### src/dirc_params.svh
// register map, field positions, reset values and constants of the channel
`ifndef DIRC_PARAMS_SVH
`define DIRC_PARAMS_SVH

// register byte offsets
`define DIRC_OFF_MEM_ADDR   8'h00
`define DIRC_OFF_PERI_ADDR  8'h04
`define DIRC_OFF_COUNT      8'h08
`define DIRC_OFF_CONTROL    8'h0C
`define DIRC_OFF_IRQ_STATUS 8'h10
`define DIRC_OFF_IRQ_MASK   8'h14
`define DIRC_OFF_STATE      8'h18

// control register fields
`define DIRC_CTL_ENABLE 0
`define DIRC_CTL_REPEAT 1
`define DIRC_CTL_DIR    2
`define DIRC_CTL_SIZE   3
`define DIRC_CTL_SRC_LO 4
`define DIRC_CTL_SRC_HI 6

// interrupt status fields
`define DIRC_IRQ_DONE 0
`define DIRC_IRQ_BUSERR 1

// source select codes
`define DIRC_SRC_TIMER0 3'h0
`define DIRC_SRC_TIMER3 3'h3
`define DIRC_SRC_TX_EMPTY 3'h4
`define DIRC_SRC_RX_FULL 3'h5
`define DIRC_SRC_EXT 3'h6

// reset values
`define DIRC_RST_WORD 32'h0000_0000
`define DIRC_RST_MEM 24'h00_0000
`define DIRC_RST_PERI 8'h00
`define DIRC_RST_COUNT 16'h0000
`define DIRC_RST_CTL 7'h00
`define DIRC_RST_IRQ 2'h0

// fixed values
`define DIRC_PERI_UPPER 16'hFFFF
`define DIRC_COUNT_ONE 16'h0001
`define DIRC_BYTE_ONE 8'h01
`define DIRC_BYTE_ZERO 8'h00
`define DIRC_UNIT_BYTE 24'h00_0001
`define DIRC_UNIT_WORD 24'h00_0002
`define DIRC_RESP_OKAY 2'h0
`define DIRC_RESP_SLVERR 2'h2

`endif

### src/dirc_pkg.sv
// types shared by the idle/repeat transfer channel
package dirc_pkg;

   typedef struct packed
   {
      logic [3:0] timer_match;
      logic tx_empty;
      logic rx_full;
      logic ext_req;
   } dirc_req_type;

   typedef struct packed
   {
      logic rd;
      logic wr;
      logic word;
      logic [23:0] addr;
      logic [15:0] wdata;
   } dirc_bus_req_type;

   typedef struct packed
   {
      logic done;
      logic err;
      logic [15:0] rdata;
   } dirc_bus_rsp_type;

   typedef enum logic [1:0]
   {
      dirc_idle_st = 2'b00,
      dirc_read_st = 2'b01,
      dirc_write_st = 2'b10
   } dirc_state_type;

endpackage

### src/dirc_channel.sv
// idle/repeat mode single transfer channel with axi4-lite register port
//
// Added by the designer: the placing of the registers and the AXI4-Lite register port.
`timescale 1ns/1ns
`include "dirc_params.svh"

// Functional notes
// - idle or repeat mode is chosen by this channel's own control bit.
// - idle mode moves one byte or word per accepted request, count times.
// - receive-full trigger reads peripheral, writes memory; others reverse.
// - peripheral address low 8 bits, upper 16 forced ones, never stepped.
// - idle mode holds memory and peripheral addresses fixed.
// - idle mode 16-bit count drops by one after every transfer.
// - idle count reaching zero clears enable, stops, raises interrupt.
// - idle count programmed zero means 65,536 transfers.
// - requests from timers 0 to 3, serial tx/rx events, external input.
// - repeat mode: high byte runs, low byte keeps initial count.
// - repeat counter drops per transfer, reloads from initial at zero.
// - repeat address steps; reload subtracts sign*size*initial count.
// - repeat runs until enable cleared; re-enable resumes held state.
// - repeat mode never raises the completion interrupt.
// - repeat count is 8 bits, at most 256 per cycle; zero gives 256.
module dirc_channel
(
   // clock and reset
   input wire logic clk,
   input wire logic nrst,
   // axi4-lite register port
   input wire logic [7:0] s_axi_awaddr,
   input wire logic s_axi_awvalid,
   output logic s_axi_awready,
   input wire logic [31:0] s_axi_wdata,
   input wire logic [3:0] s_axi_wstrb,
   input wire logic s_axi_wvalid,
   output logic s_axi_wready,
   output logic [1:0] s_axi_bresp,
   output logic s_axi_bvalid,
   input wire logic s_axi_bready,
   input wire logic [7:0] s_axi_araddr,
   input wire logic s_axi_arvalid,
   output logic s_axi_arready,
   output logic [31:0] s_axi_rdata,
   output logic [1:0] s_axi_rresp,
   output logic s_axi_rvalid,
   input wire logic s_axi_rready,
   // transfer request sources, one-cycle pulses or levels
   input wire dirc_pkg::dirc_req_type req_in,
   // internal bus master
   output dirc_pkg::dirc_bus_req_type bus_req,
   input wire dirc_pkg::dirc_bus_rsp_type bus_rsp,
   // interrupt
   output logic irq
);
   import dirc_pkg::*;

   // ----------------------------------------------------------------
   // registers
   // ----------------------------------------------------------------
   logic [23:0] memory_address;
   logic [7:0] peripheral_address_low;
   logic [15:0] transfer_count;
   logic [6:0] channel_control;
   logic [1:0] irq_status;
   logic [1:0] irq_mask;
   dirc_state_type state;
   logic [15:0] data_hold;
   logic from_peri;

   wire channel_enable = channel_control[`DIRC_CTL_ENABLE];
   wire repeat_mode = channel_control[`DIRC_CTL_REPEAT];
   wire step_direction = channel_control[`DIRC_CTL_DIR];
   wire unit_size = channel_control[`DIRC_CTL_SIZE];
   wire [2:0] src_sel = channel_control[`DIRC_CTL_SRC_HI:`DIRC_CTL_SRC_LO];
   wire [7:0] repeat_running_count = transfer_count[15:8];
   wire [7:0] repeat_initial_count = transfer_count[7:0];

   // ----------------------------------------------------------------
   // request selection
   // ----------------------------------------------------------------
   // request lines in select-code order; code 7 matches nothing
   wire [6:0] req_lines = {req_in.ext_req, req_in.rx_full, req_in.tx_empty,
      req_in.timer_match};
   wire [6:0] src_hit;
   genvar gi;
   generate
      for (gi = 0; gi <= `DIRC_SRC_EXT; gi++)
      begin : g_src
         assign src_hit[gi] = src_sel == 3'(gi) && req_lines[gi];
      end
   endgenerate
   wire req_hit = |src_hit;
   wire src_is_rx = src_sel == `DIRC_SRC_RX_FULL;
   // a level held high starts a fresh unit each time the channel is idle
   wire start_xfer = channel_enable && state == dirc_idle_st && req_hit;

   // ----------------------------------------------------------------
   // address and count arithmetic
   // ----------------------------------------------------------------
   wire [23:0] peri_full = {`DIRC_PERI_UPPER, peripheral_address_low};
   wire [23:0] unit = unit_size ? `DIRC_UNIT_WORD : `DIRC_UNIT_BYTE;
   wire [23:0] stepped = step_direction ? memory_address - unit
      : memory_address + unit;
   // span covers the whole cycle unless the initial count is zero; its sign undoes the steps taken
   wire [23:0] span = unit_size ? {15'h0000, repeat_initial_count, 1'b0}
      : {16'h0000, repeat_initial_count};
   wire [23:0] restored = step_direction ? stepped + span
      : stepped - span;
   wire [7:0] next_running = repeat_running_count - `DIRC_BYTE_ONE;
   wire wrap = next_running == `DIRC_BYTE_ZERO;
   // zero counts as 65,536 since the decrement wraps to ffff
   wire [15:0] next_count = transfer_count - `DIRC_COUNT_ONE;
   wire idle_done = next_count == `DIRC_RST_COUNT;
   // a failed write leaves counters and addresses alone
   wire xfer_done = state == dirc_write_st && bus_rsp.done && !bus_rsp.err;
   // next register values once a unit has been written
   wire [23:0] next_memory_address = wrap ? restored : stepped;
   // repeat mode runs only the high byte; the low byte is never touched
   wire [15:0] next_transfer_count = repeat_mode
      ? {wrap ? repeat_initial_count : next_running, repeat_initial_count}
      : next_count;
   wire bus_err = state != dirc_idle_st && bus_rsp.done && bus_rsp.err;

   // ----------------------------------------------------------------
   // axi4-lite decode
   // ----------------------------------------------------------------
   // address and data may arrive in either order; the early one is held
   logic aw_held;
   logic w_held;
   logic [7:0] aw_addr;
   logic [31:0] w_data;
   logic [3:0] w_strb;
   assign s_axi_awready = !aw_held && !s_axi_bvalid;
   assign s_axi_wready = !w_held && !s_axi_bvalid;
   wire aw_ok = aw_held || (s_axi_awvalid && s_axi_awready);
   wire w_ok = w_held || (s_axi_wvalid && s_axi_wready);
   wire wr_go = aw_ok && w_ok && !s_axi_bvalid;
   wire [7:0] wa = aw_held ? aw_addr : s_axi_awaddr;
   wire [31:0] wd = w_held ? w_data : s_axi_wdata;
   wire [3:0] ws = w_held ? w_strb : s_axi_wstrb;
   wire [31:0] wmask = {{8{ws[3]}}, {8{ws[2]}}, {8{ws[1]}}, {8{ws[0]}}};
   wire wr_mem = wr_go && wa == `DIRC_OFF_MEM_ADDR;
   wire wr_peri = wr_go && wa == `DIRC_OFF_PERI_ADDR;
   wire wr_count = wr_go && wa == `DIRC_OFF_COUNT;
   wire wr_ctl = wr_go && wa == `DIRC_OFF_CONTROL;
   wire wr_stat = wr_go && wa == `DIRC_OFF_IRQ_STATUS;
   wire wr_mask = wr_go && wa == `DIRC_OFF_IRQ_MASK;
   wire wr_hit = wr_mem | wr_peri | wr_count | wr_ctl | wr_stat | wr_mask;
   wire [31:0] cur_mem = {8'h00, memory_address};
   wire [31:0] cur_cnt = {16'h0000, transfer_count};
   wire [31:0] new_mem = (cur_mem & ~wmask) | (wd & wmask);
   wire [31:0] new_cnt = (cur_cnt & ~wmask) | (wd & wmask);
   wire [1:0] stat_clear = wr_stat && ws[0] ? wd[1:0] : `DIRC_RST_IRQ;

   assign s_axi_arready = !s_axi_rvalid;
   wire rd_go = s_axi_arvalid && s_axi_arready;
   logic [31:0] rd_word;
   logic rd_hit;
   always_comb
   begin
      rd_hit = 1'b1;
      case (s_axi_araddr)
         `DIRC_OFF_MEM_ADDR: rd_word = cur_mem;
         `DIRC_OFF_PERI_ADDR: rd_word = {24'h00_0000, peripheral_address_low};
         `DIRC_OFF_COUNT: rd_word = cur_cnt;
         `DIRC_OFF_CONTROL: rd_word = {25'h000_0000, channel_control};
         `DIRC_OFF_IRQ_STATUS: rd_word = {30'h0000_0000, irq_status};
         `DIRC_OFF_IRQ_MASK: rd_word = {30'h0000_0000, irq_mask};
         `DIRC_OFF_STATE: rd_word = {30'h0000_0000, state};
         default:
         begin
            rd_word = `DIRC_RST_WORD;
            rd_hit = 1'b0;
         end
      endcase
   end

   always_ff @(posedge clk or negedge nrst)
   begin
      if (!nrst)
      begin
         aw_held <= 1'b0;
         w_held <= 1'b0;
         aw_addr <= `DIRC_OFF_MEM_ADDR;
         w_data <= `DIRC_RST_WORD;
         w_strb <= 4'h0;
      end
      else
      begin
         if (s_axi_awvalid && s_axi_awready && !wr_go)
         begin
            aw_held <= 1'b1;
            aw_addr <= s_axi_awaddr;
         end
         if (s_axi_wvalid && s_axi_wready && !wr_go)
         begin
            w_held <= 1'b1;
            w_data <= s_axi_wdata;
            w_strb <= s_axi_wstrb;
         end
         if (wr_go)
         begin
            aw_held <= 1'b0;
            w_held <= 1'b0;
         end
      end
   end

   // the response waits for bready; no new address or data is taken then
   always_ff @(posedge clk or negedge nrst)
   begin
      if (!nrst)
      begin
         s_axi_bvalid <= 1'b0;
         s_axi_bresp <= `DIRC_RESP_OKAY;
      end
      else if (wr_go)
      begin
         s_axi_bvalid <= 1'b1;
         s_axi_bresp <= wr_hit ? `DIRC_RESP_OKAY : `DIRC_RESP_SLVERR;
      end
      else if (s_axi_bready)
         s_axi_bvalid <= 1'b0;
   end

   always_ff @(posedge clk or negedge nrst)
   begin
      if (!nrst)
      begin
         s_axi_rvalid <= 1'b0;
         s_axi_rdata <= `DIRC_RST_WORD;
         s_axi_rresp <= `DIRC_RESP_OKAY;
      end
      else if (rd_go)
      begin
         s_axi_rvalid <= 1'b1;
         s_axi_rdata <= rd_word;
         s_axi_rresp <= rd_hit ? `DIRC_RESP_OKAY : `DIRC_RESP_SLVERR;
      end
      else if (s_axi_rready)
         s_axi_rvalid <= 1'b0;
   end

   // ----------------------------------------------------------------
   // transfer sequencer
   // ----------------------------------------------------------------
   logic [5:0] ctl_new;
   assign ctl_new = wd[`DIRC_CTL_SRC_HI:`DIRC_CTL_REPEAT];
   dirc_state_type next_state;

   // a bus error in either phase drops the unit and returns to idle
   always_comb
   begin
      next_state = state;
      case (state)
         dirc_idle_st:
            if (start_xfer)
               next_state = dirc_read_st;
         dirc_read_st:
            if (bus_rsp.done)
               next_state = bus_rsp.err ? dirc_idle_st : dirc_write_st;
         dirc_write_st:
            if (bus_rsp.done)
               next_state = dirc_idle_st;
         default:
            next_state = dirc_idle_st;
      endcase
   end

   always_ff @(posedge clk or negedge nrst)
   begin
      if (!nrst)
         state <= dirc_idle_st;
      else
         state <= next_state;
   end

   always_ff @(posedge clk or negedge nrst)
   begin
      if (!nrst)
      begin
         from_peri <= 1'b0;
         data_hold <= `DIRC_RST_COUNT;
      end
      else
      begin
         if (start_xfer)
            from_peri <= src_is_rx;
         if (state == dirc_read_st && bus_rsp.done)
            data_hold <= bus_rsp.rdata;
      end
   end

   // bus request is registered-state decode, data from flip-flops
   always_comb
   begin
      bus_req.rd = state == dirc_read_st;
      bus_req.wr = state == dirc_write_st;
      bus_req.word = unit_size;
      bus_req.wdata = data_hold;
      if ((state == dirc_read_st) == from_peri)
         bus_req.addr = peri_full;
      else
         bus_req.addr = memory_address;
   end

   // ----------------------------------------------------------------
   // channel registers
   // ----------------------------------------------------------------
   // a software write wins over a hardware update in the same cycle
   always_ff @(posedge clk or negedge nrst)
   begin
      if (!nrst)
         memory_address <= `DIRC_RST_MEM;
      else if (wr_mem)
         memory_address <= new_mem[23:0];
      else if (xfer_done && repeat_mode)
         memory_address <= next_memory_address;
      // idle mode leaves the memory address untouched
   end

   always_ff @(posedge clk or negedge nrst)
   begin
      if (!nrst)
         peripheral_address_low <= `DIRC_RST_PERI;
      else if (wr_peri && ws[0])
         peripheral_address_low <= wd[7:0]; // never stepped
   end

   always_ff @(posedge clk or negedge nrst)
   begin
      if (!nrst)
         transfer_count <= `DIRC_RST_COUNT;
      else if (wr_count)
         transfer_count <= new_cnt[15:0];
      else if (xfer_done)
         transfer_count <= next_transfer_count;
   end

   // hardware clear only on idle completion; repeat runs on
   always_ff @(posedge clk or negedge nrst)
   begin
      if (!nrst)
         channel_control <= `DIRC_RST_CTL;
      else if (wr_ctl && ws[0])
         channel_control <= {ctl_new, wd[`DIRC_CTL_ENABLE]};
      else if (xfer_done && !repeat_mode && idle_done)
         channel_control[`DIRC_CTL_ENABLE] <= 1'b0;
   end

   // ----------------------------------------------------------------
   // interrupts
   // ----------------------------------------------------------------
   logic [1:0] irq_set;
   assign irq_set[`DIRC_IRQ_DONE] = xfer_done && !repeat_mode
      && idle_done;
   assign irq_set[`DIRC_IRQ_BUSERR] = bus_err;

   // status bits stay set until software writes ones to them
   always_ff @(posedge clk or negedge nrst)
   begin
      if (!nrst)
         irq_status <= `DIRC_RST_IRQ;
      else
         // a set in the clearing cycle wins
         irq_status <= (irq_status & ~stat_clear) | irq_set;
   end

   always_ff @(posedge clk or negedge nrst)
   begin
      if (!nrst)
         irq_mask <= `DIRC_RST_IRQ;
      else if (wr_mask && ws[0])
         irq_mask <= wd[1:0];
   end

   assign irq = |(irq_status & irq_mask);

endmodule

### config.mk
export PLATFORM = sky130hd
export DESIGN_NAME = dirc_channel
export DESIGN_NICKNAME = d
export VERILOG_FILES = /design/src/dirc_pkg.sv /design/src/dirc_channel.sv
export VERILOG_INCLUDE_DIRS = /design/src
export SDC_FILE = /design/constraint.sdc
export NUM_CORES = 1
export LEC_CHECK = 0
export BUFFER_PORTS_ARGS = -buffer_cell sky130_fd_sc_hd__buf_4
export CORE_ASPECT_RATIO = 1.5
export CORE_MARGIN = 5
export CORE_UTILIZATION = 30
export CTS_BUF_LIST = sky130_fd_sc_hd__clkbuf_16
export CTS_CLUSTER_SIZE = 20
export DETAILED_ROUTE_END_ITERATION = 10
export SETUP_SLACK_MARGIN = 0.3
export SLEW_MARGIN = 40
export SYNTH_ARGS = -nofsm -noshare
export SYNTH_HDL_FRONTEND = slang
export SYNTH_SLANG_ARGS = --single-unit
### constraint.sdc
create_clock -name clk -period 4.8 [get_ports clk]
set_clock_uncertainty 0.15 [all_clocks]
set_input_delay 0.72 -clock clk [delete_from_list [all_inputs] [get_ports clk]]
set_output_delay 0.72 -clock clk [all_outputs]
set_load 0.01 [all_outputs]
==> qor.yml, run 1 <==
layout:
  antenna_cells: 0
  fin_util_pct: 37.9
  final_common_cell: "buf_4"
  drive_above_1_share_pct: 28.9
  regArea_um2: 3580
  fillers: 3407
  area_growth_pct: 25.5
  final_cell_mix: "193 x buf_4, 141 x dfrtp_1, 117 x nand2_1, 99 x o21ai_0, 83 x nor2_1"
  finalInstanceArea_um2: 12600
  multi_input_area_um2: 6280
  fin_nets: 1414
pwr:
  pwr_density_cell_nw_per_um2: 575
  ir_worst_vdd_v: 0.000303
  power_leakage_nw: 5.54
synthesis:
  postSynthCellCount: 1112
  ys_types: 70
  synth_compound_area_share_pct: 18.9
  synthArstFlopShare_pct: 100
  yosys.area.top_type: "dfrtp_1"
  synth_edf_count: 0
  yosysWarningCount: 0
  synth_top_cells_by_area: "dfrtp_1 36%, mux2_2 7.1%, ha_1 6.6%"
  synth-seq-cells: 143
  synth_xor_xnor_area_share_pct: 4.53
  syn_avg_cell_area_um2: 9.03
  synth_area_um2: 10000
  synth.top_cell.area_share_pct: 35.6
  synth_adder_area_share_pct: 7.00
  synth_top_family_by_area: "compound AO/OA/AOI/OAI gates"
  synth-simple-area-share_pct: 15.5
  synth_flop_cell: "dfrtp_1"
  synth.area.mux_share_pct: 13.9
  yosysSeqAreaShare_pct: 35.6
sta:
  worstMarginPinSlew_ns: 0.841
  maxSlewHeadroom_pct: 42.3
  setup-tns-final_ns: 0
  fmax_mhz: 225
  fin_crit_ns: 4.45
  fin_crit_sh_pct: 92.7
  rsz0062_at_grt: "yes"
  setup_violations: 0
  finalHoldViolations: 0
  finalMaxSlewViolations: 0
floorplanning:
  initial_core_util_pct: 30.2
  fp.dieArea_um2: 37300
  core_area_um2: 33200
  rows: 82
  io-pin-count: 169
  die_height_um: 234
  die_w_um: 159
global_routing:
  antenna_found_initial: 0
  grt_pass1_vias: 9204
  grt_overflow: 0
  gr-usage-all-layers_pct: 17.3
  grt_pass1_wl_um: 50600
  grt_start_max_net_pins: 91
critical_path:
  path_buf_inv: 1
  path_cells: "mux2i_2 -> ha_2 -> nand2_2 -> nor2_4 -> nand2_2 -> or3_4 -> buf_4 -> o211ai_1 -> a21oi_1 -> ha_2 -> a21oi_1 -> o211a_1 -> or4_4 -> o2111a_1 -> o21a_1 -> o21ai_2 -> xor2_1 -> nand2_1 -> xnor2_2 -> a221oi_2"
  critical_path_class: "flip-flop to flip-flop"
  reg2reg_from: "channel_control[3]"
  slowest_delay_ns: 0.55
  r2r_setup_slack_ns: 0.35
  r2r_cells: 20
  critPathTopFamily: "simple AND/OR/NAND/NOR gates"
  worst-path-max-fanout: 4
  start_kind: "flip-flop"
  critical_path_arrival_ns: 4.65
  cp_slowest_cell: "or4_4"
  worstPathRequired_ns: 5.00
  cp-end-kind: "flip-flop"
clock_tree:
  cts_hold_buf: 0
  cts_made_buffers: 17
  htreeDepth: 4
  clockBufferDepth: 2
  insertion_delay_ns: 0.44
  path_clk_slew_ns: 0.06
  cts_sinks: 143
  cts_tree: "yes"
  cts-root-buf: "clkbuf_16"
placed_design:
  place_congestion: 0.944
  dp_hpwl_um: 25500
  portBuffers: 149
  placed_cell_area_um2: 11700
run:
  max_cap_viol_count: 0
routing:
  vias: 8987
  wl_per_cell_um: 19.2
  routed_wl_um: 32700
  dr.pass1.iters: 5
  ant_nets: 0
  drt-initial-drc-count: 515
  avgViaCountPerCell: 5.26
  route.detailed.drc: 0
min_path:
  min_path_type: "input pin to async pin"
status:
  outcome: "complete, no violations"
[Yosys cell counts, types with 3 or more instances]
cell      instances
mux2i_1          48
a21o_1           14
buf_2            10
o21a_1           11
o21ai_0         106
a31oi_1          12
nor3_1           23
clkbuf_1         33
mux4_2            9
nand2b_1          8
a211oi_1         11
inv_1            42
nor2_1           86
xor2_1           18
o221ai_1          5
dfrtp_1         143
or3_1             4
and3_1            3
o22a_1            3
nor2b_1          15
buf_1             5
or2_2            19
xnor2_1          34
a21oi_1          79
o211ai_1         20
mux2_2           63
o22ai_1           3
nor4b_1           4
nand3b_1          6
a221oi_1          5
buf_4            13
a22oi_1           9
ha_1             53
nand4_1           4
nand3_1          19
nand2_1         121
o21bai_1          5
[cell type report]
| class | instances | area share, % |
|---|---|---|
| Multi-Input combinational cell | 874 | 49.9 |
| Inverter | 42 | 1.25 |
| Clock buffer | 17 | 3.37 |
| Timing Repair Buffer | 197 | 11.9 |
| Tap cell | 420 | 4.17 |
| Sequential cell | 143 | 28.4 |
| Clock inverter | 14 | 1.00 |
[timing repair]
action | in CTS | in global routing
endpoints found under the setup margin | 1 | 9
pin swaps | 3 | 37
setup buffers | 2 | 17
gates resized for setup | 2 | 41
[how the worst max path moves through the flow]
stage	startpoint	to	slack (ns)	depth (start not counted)
5_1_grt	channel_control[3]	flip-flop	0.13	22
4_1_cts	channel_control[3]	flip-flop	0.29	21
6_report	channel_control[3]	flip-flop	0.35	20
3_3_place_gp	channel_control[3]	flip-flop	0.30	22
3_5_place_dp	channel_control[3]	flip-flop	0.25	22
2_1_floorplan	channel_control[2]	flip-flop	0.24	23
[where the power goes]
part	internal [mW]	leakage [nW]	switching, mW
Combinational	1.96	3.41	2.09
Sequential	1.55	1.86	0.361
Clock	0.749	0.264	0.534
[through the flow]
stage / hold slack (ns) / power [mW] / std cells / setup WS (ns)
finish: 0.103 / 7.25 / 1707 / 0.350
global route: 0.192 / 7.78 / 1707 / 0.133
CTS: 0.142 / 7.09 / 1690 / 0.289
detailed placement: 0.327 / 5.75 / 1657 / 0.254
global placement: 0.317 / 5.70 / 1657 / 0.300
floorplan: 0.274 / 4.59 / 1121 / 0.243
[routing by layer]
| metal | global-route usage, % | part of all wire [%] |
|---|---|---|
| met4 | 10.1 | 6.0 |
| met1 | 17.8 | 36 |
| met3 | 3.71 | 3.7 |
| met5 | 0 | 0 |
| met2 | 32.3 | 54 |
[logic make-up (layout without fill, tap and decap cells)]
family	Yosys count	after routing
compound gates	309	309
xor+xnor	52	52
fa+ha+maj	55	55
buf+inv	104	270
flops	143	143
mux	120	120
other cells	1	10
simple gates	328	328
(Power assumes the default switching activity.)
==> inputs of run 2 (changes only) <==
--- a/config.mk
+++ b/config.mk
@@ -10,3 +10,3 @@
 export CORE_ASPECT_RATIO = 1.5
-export CORE_MARGIN = 5
+export CORE_MARGIN = 2
 export CORE_UTILIZATION = 30
==> constraint.sdc (replaced) <==
create_clock -name clk -period 4.6 [get_ports clk]
set_clock_uncertainty 0.15 [all_clocks]
set_input_delay 0.92 -clock clk [delete_from_list [all_inputs] [get_ports clk]]
set_output_delay 0.92 -clock clk [all_outputs]
set_load 0.01 [all_outputs]
==> qor.yml, run 2 (synthesis gave the netlist of run 1 again) <==
routing:
  ant_nets: 0  # unchanged
  route.detailed.drc: 0  # unchanged
  avgViaCountPerCell: 5.24  # -0.48%
  routed_wl_um: 32500  # -0.83%
  drt-initial-drc-count: 555  # +7.8%
  dr.pass1.iters: 7  # +2
  vias: 9054  # +0.75%
  wl_per_cell_um: 18.8  # -2.0%
clock_tree:
  insertion_delay_ns: 0.45  # about the same
  htreeDepth: 4  # unchanged
  cts_tree: "yes"
  path_clk_slew_ns: 0.06  # about the same
  cts-root-buf: "clkbuf_16"
  clockBufferDepth: 2  # unchanged
  cts_sinks: 143  # unchanged
  cts_made_buffers: 17  # unchanged
critical_path:
  worstPathRequired_ns: 4.81  # -0.19 ns
  critical_path_arrival_ns: 4.54  # -0.11 ns
  start_kind: "flip-flop"
  path_cells: "mux2i_1 -> ha_2 -> nand2_2 -> nor2_4 -> nand2_2 -> or3_4 -> buf_6 -> o211ai_1 -> a21oi_1 -> ha_1 -> a21oi_2 -> o211a_1 -> or4_4 -> o2111a_1 -> o21a_1 -> o21ai_2 -> xor2_1 -> nand2_1 -> xnor2_1 -> a221oi_2"
  worst-path-max-fanout: 4  # unchanged
  r2r_setup_slack_ns: 0.27  # -0.08 ns
  slowest_delay_ns: 0.54  # about the same
  cp_slowest_cell: "or4_4"
  cp.depth: 20  # unchanged
  cp_common_cell: "nand2_2"
  path_buf_inv: 1  # unchanged
  r2r_cells: 20  # unchanged
  critical_path_class: "flip-flop to flip-flop"
  cp-end-kind: "flip-flop"
  critPathTopFamily: "simple AND/OR/NAND/NOR gates"
run:
  max_cap_viol_count: 0  # unchanged
layout:
  finalInstanceArea_um2: 12900  # +2.0%
  antenna_cells: 0  # unchanged
  fin_nets: 1435  # +1.5%
  fin_util_pct: 38.7  # +0.77 points
  final_common_cell: "buf_4"
  area_growth_pct: 28.1
  fillers: 3416  # +0.26%
  drive_above_1_share_pct: 30.9  # +2.0 points
  final_cell_mix: "212 x buf_4, 141 x dfrtp_1, 117 x nand2_1, 96 x o21ai_0, 84 x nor2_1"
placed_design:
  place_congestion: 0.962  # +1.9%
  portBuffers: 149  # unchanged
  placed_cell_area_um2: 11800  # +0.73%
  dp_hpwl_um: 24800  # -2.8%
global_routing:
  antenna_found_initial: 0  # unchanged
  grt_overflow: 0  # unchanged
  gr-usage-all-layers_pct: 18.6  # +1.3 points
  grt_pass1_wl_um: 50500  # -0.18%
  grt_start_max_net_pins: 85  # -6.6%
  grt_pass1_vias: 9246  # +0.46%
sta:
  finalHoldViolations: 0  # unchanged
  fin_crit_sh_pct: 94.2  # +1.5 points
  setup-tns-final_ns: 0  # unchanged
  setup_violations: 0  # unchanged
  fin_crit_ns: 4.33  # -0.118 ns
  worstMarginPinSlew_ns: 0.804  # -0.0369 ns
  finalMaxSlewViolations: 0  # unchanged
  rsz0062_at_grt: "yes"
  fmax_mhz: 231  # +2.7%
  maxSlewHeadroom_pct: 44.9  # +2.5 points
floorplanning:
  die_w_um: 153  # -3.8%
  io-pin-count: 169  # unchanged
  fp.dieArea_um2: 35000  # -6.2%
  rows: 82  # unchanged
  core_area_um2: 33200  # unchanged
  die_height_um: 228  # -2.6%
  initial_core_util_pct: 30.2  # unchanged
pwr:
  power_leakage_nw: 5.70  # +3.0%
  finalPower_mw: 7.85  # +8.3%
  ir_worst_vdd_v: 0.000345  # +14%
  pwr_density_cell_nw_per_um2: 610  # +6.1%
status:
  outcome: "complete, no violations"
min_path:
  min_path_type: "input pin to async pin"
==> run 2: timing repair <==
| action | 4_1_cts | 5_1_grt |
|---|---|---|
| hold buffers | 0 | 0 |
| gates resized for setup | 22 | 32 |
| setup endpoints to repair | 6 | 9 |
| pin swaps | 25 | 18 |
| setup buffers | 20 | 10 |
==> run 2: cell type report <==
type	instances	area, um^2	share of cell area [%]
clock buffers	17	425	3.31
clock inverters	14	175	1.36
inverters	42	158	1.23
multi-input cells	874	6320	49.1
flip-flops and latches	143	3580	27.8
well taps	420	526	4.09
repair buffers	218	1680	13.1
==> run 2: final timing paths <==
| check | start | to |
|---|---|---|
| max in group asynchronous | nrst | channel_control[2] |
| min reg2reg | s_axi_rdata[20] | s_axi_rdata[20] |
| min in group clk | s_axi_rdata[20] | s_axi_rdata[20] |
| max reg2reg | channel_control[3] | flip-flop |
| min | nrst | w_data[17] |
| max | channel_control[3] | flip-flop |
==> run 2: worst reg2reg max path, cell delays in order (launching register included) <==
cell and delay (ns):
dfrtp_1 0.40, mux2i_1 0.28, ha_2 0.23, nand2_2 0.08
nor2_4 0.11, nand2_2 0.06, or3_4 0.34, buf_6 0.13
o211ai_1 0.15, a21oi_1 0.08, ha_1 0.38, a21oi_2 0.08
o211a_1 0.16, or4_4 0.54, o2111a_1 0.15, o21a_1 0.21
o21ai_2 0.13, xor2_1 0.16, nand2_1 0.08, xnor2_1 0.14
a221oi_2 0.21
==> run 2: power by group <==
group	leakage (nW)	switching, mW	internal, mW	total, mW
clock network	0.296	0.575	0.893	1.47
logic	3.55	2.25	2.14	4.40
registers	1.86	0.366	1.61	1.98
==> run 2: routing by layer <==
metal | track usage (%) | vias to the layer above | wire, um
met2 | 35.0 | 248 | 17900
met5 | 0 | - | 0
met3 | 2.94 | 82 | 1030
met1 | 18.9 | 4388 | 11600
li1 | - | 4336 | -
met4 | 11.4 | 0 | 1960
==> run 2: per-stage QoR <==
stage | setup slack, ns | instances | hold slack [ns]
floorplan | 0.0661 | 1121 | 0.311
detailed placement | 0.0684 | 1667 | 0.322
global route | -0.00321 | 1728 | 0.355
CTS | 0.214 | 1718 | 0.337
finish | 0.269 | 1728 | 0.307
global placement | 0.107 | 1667 | 0.316
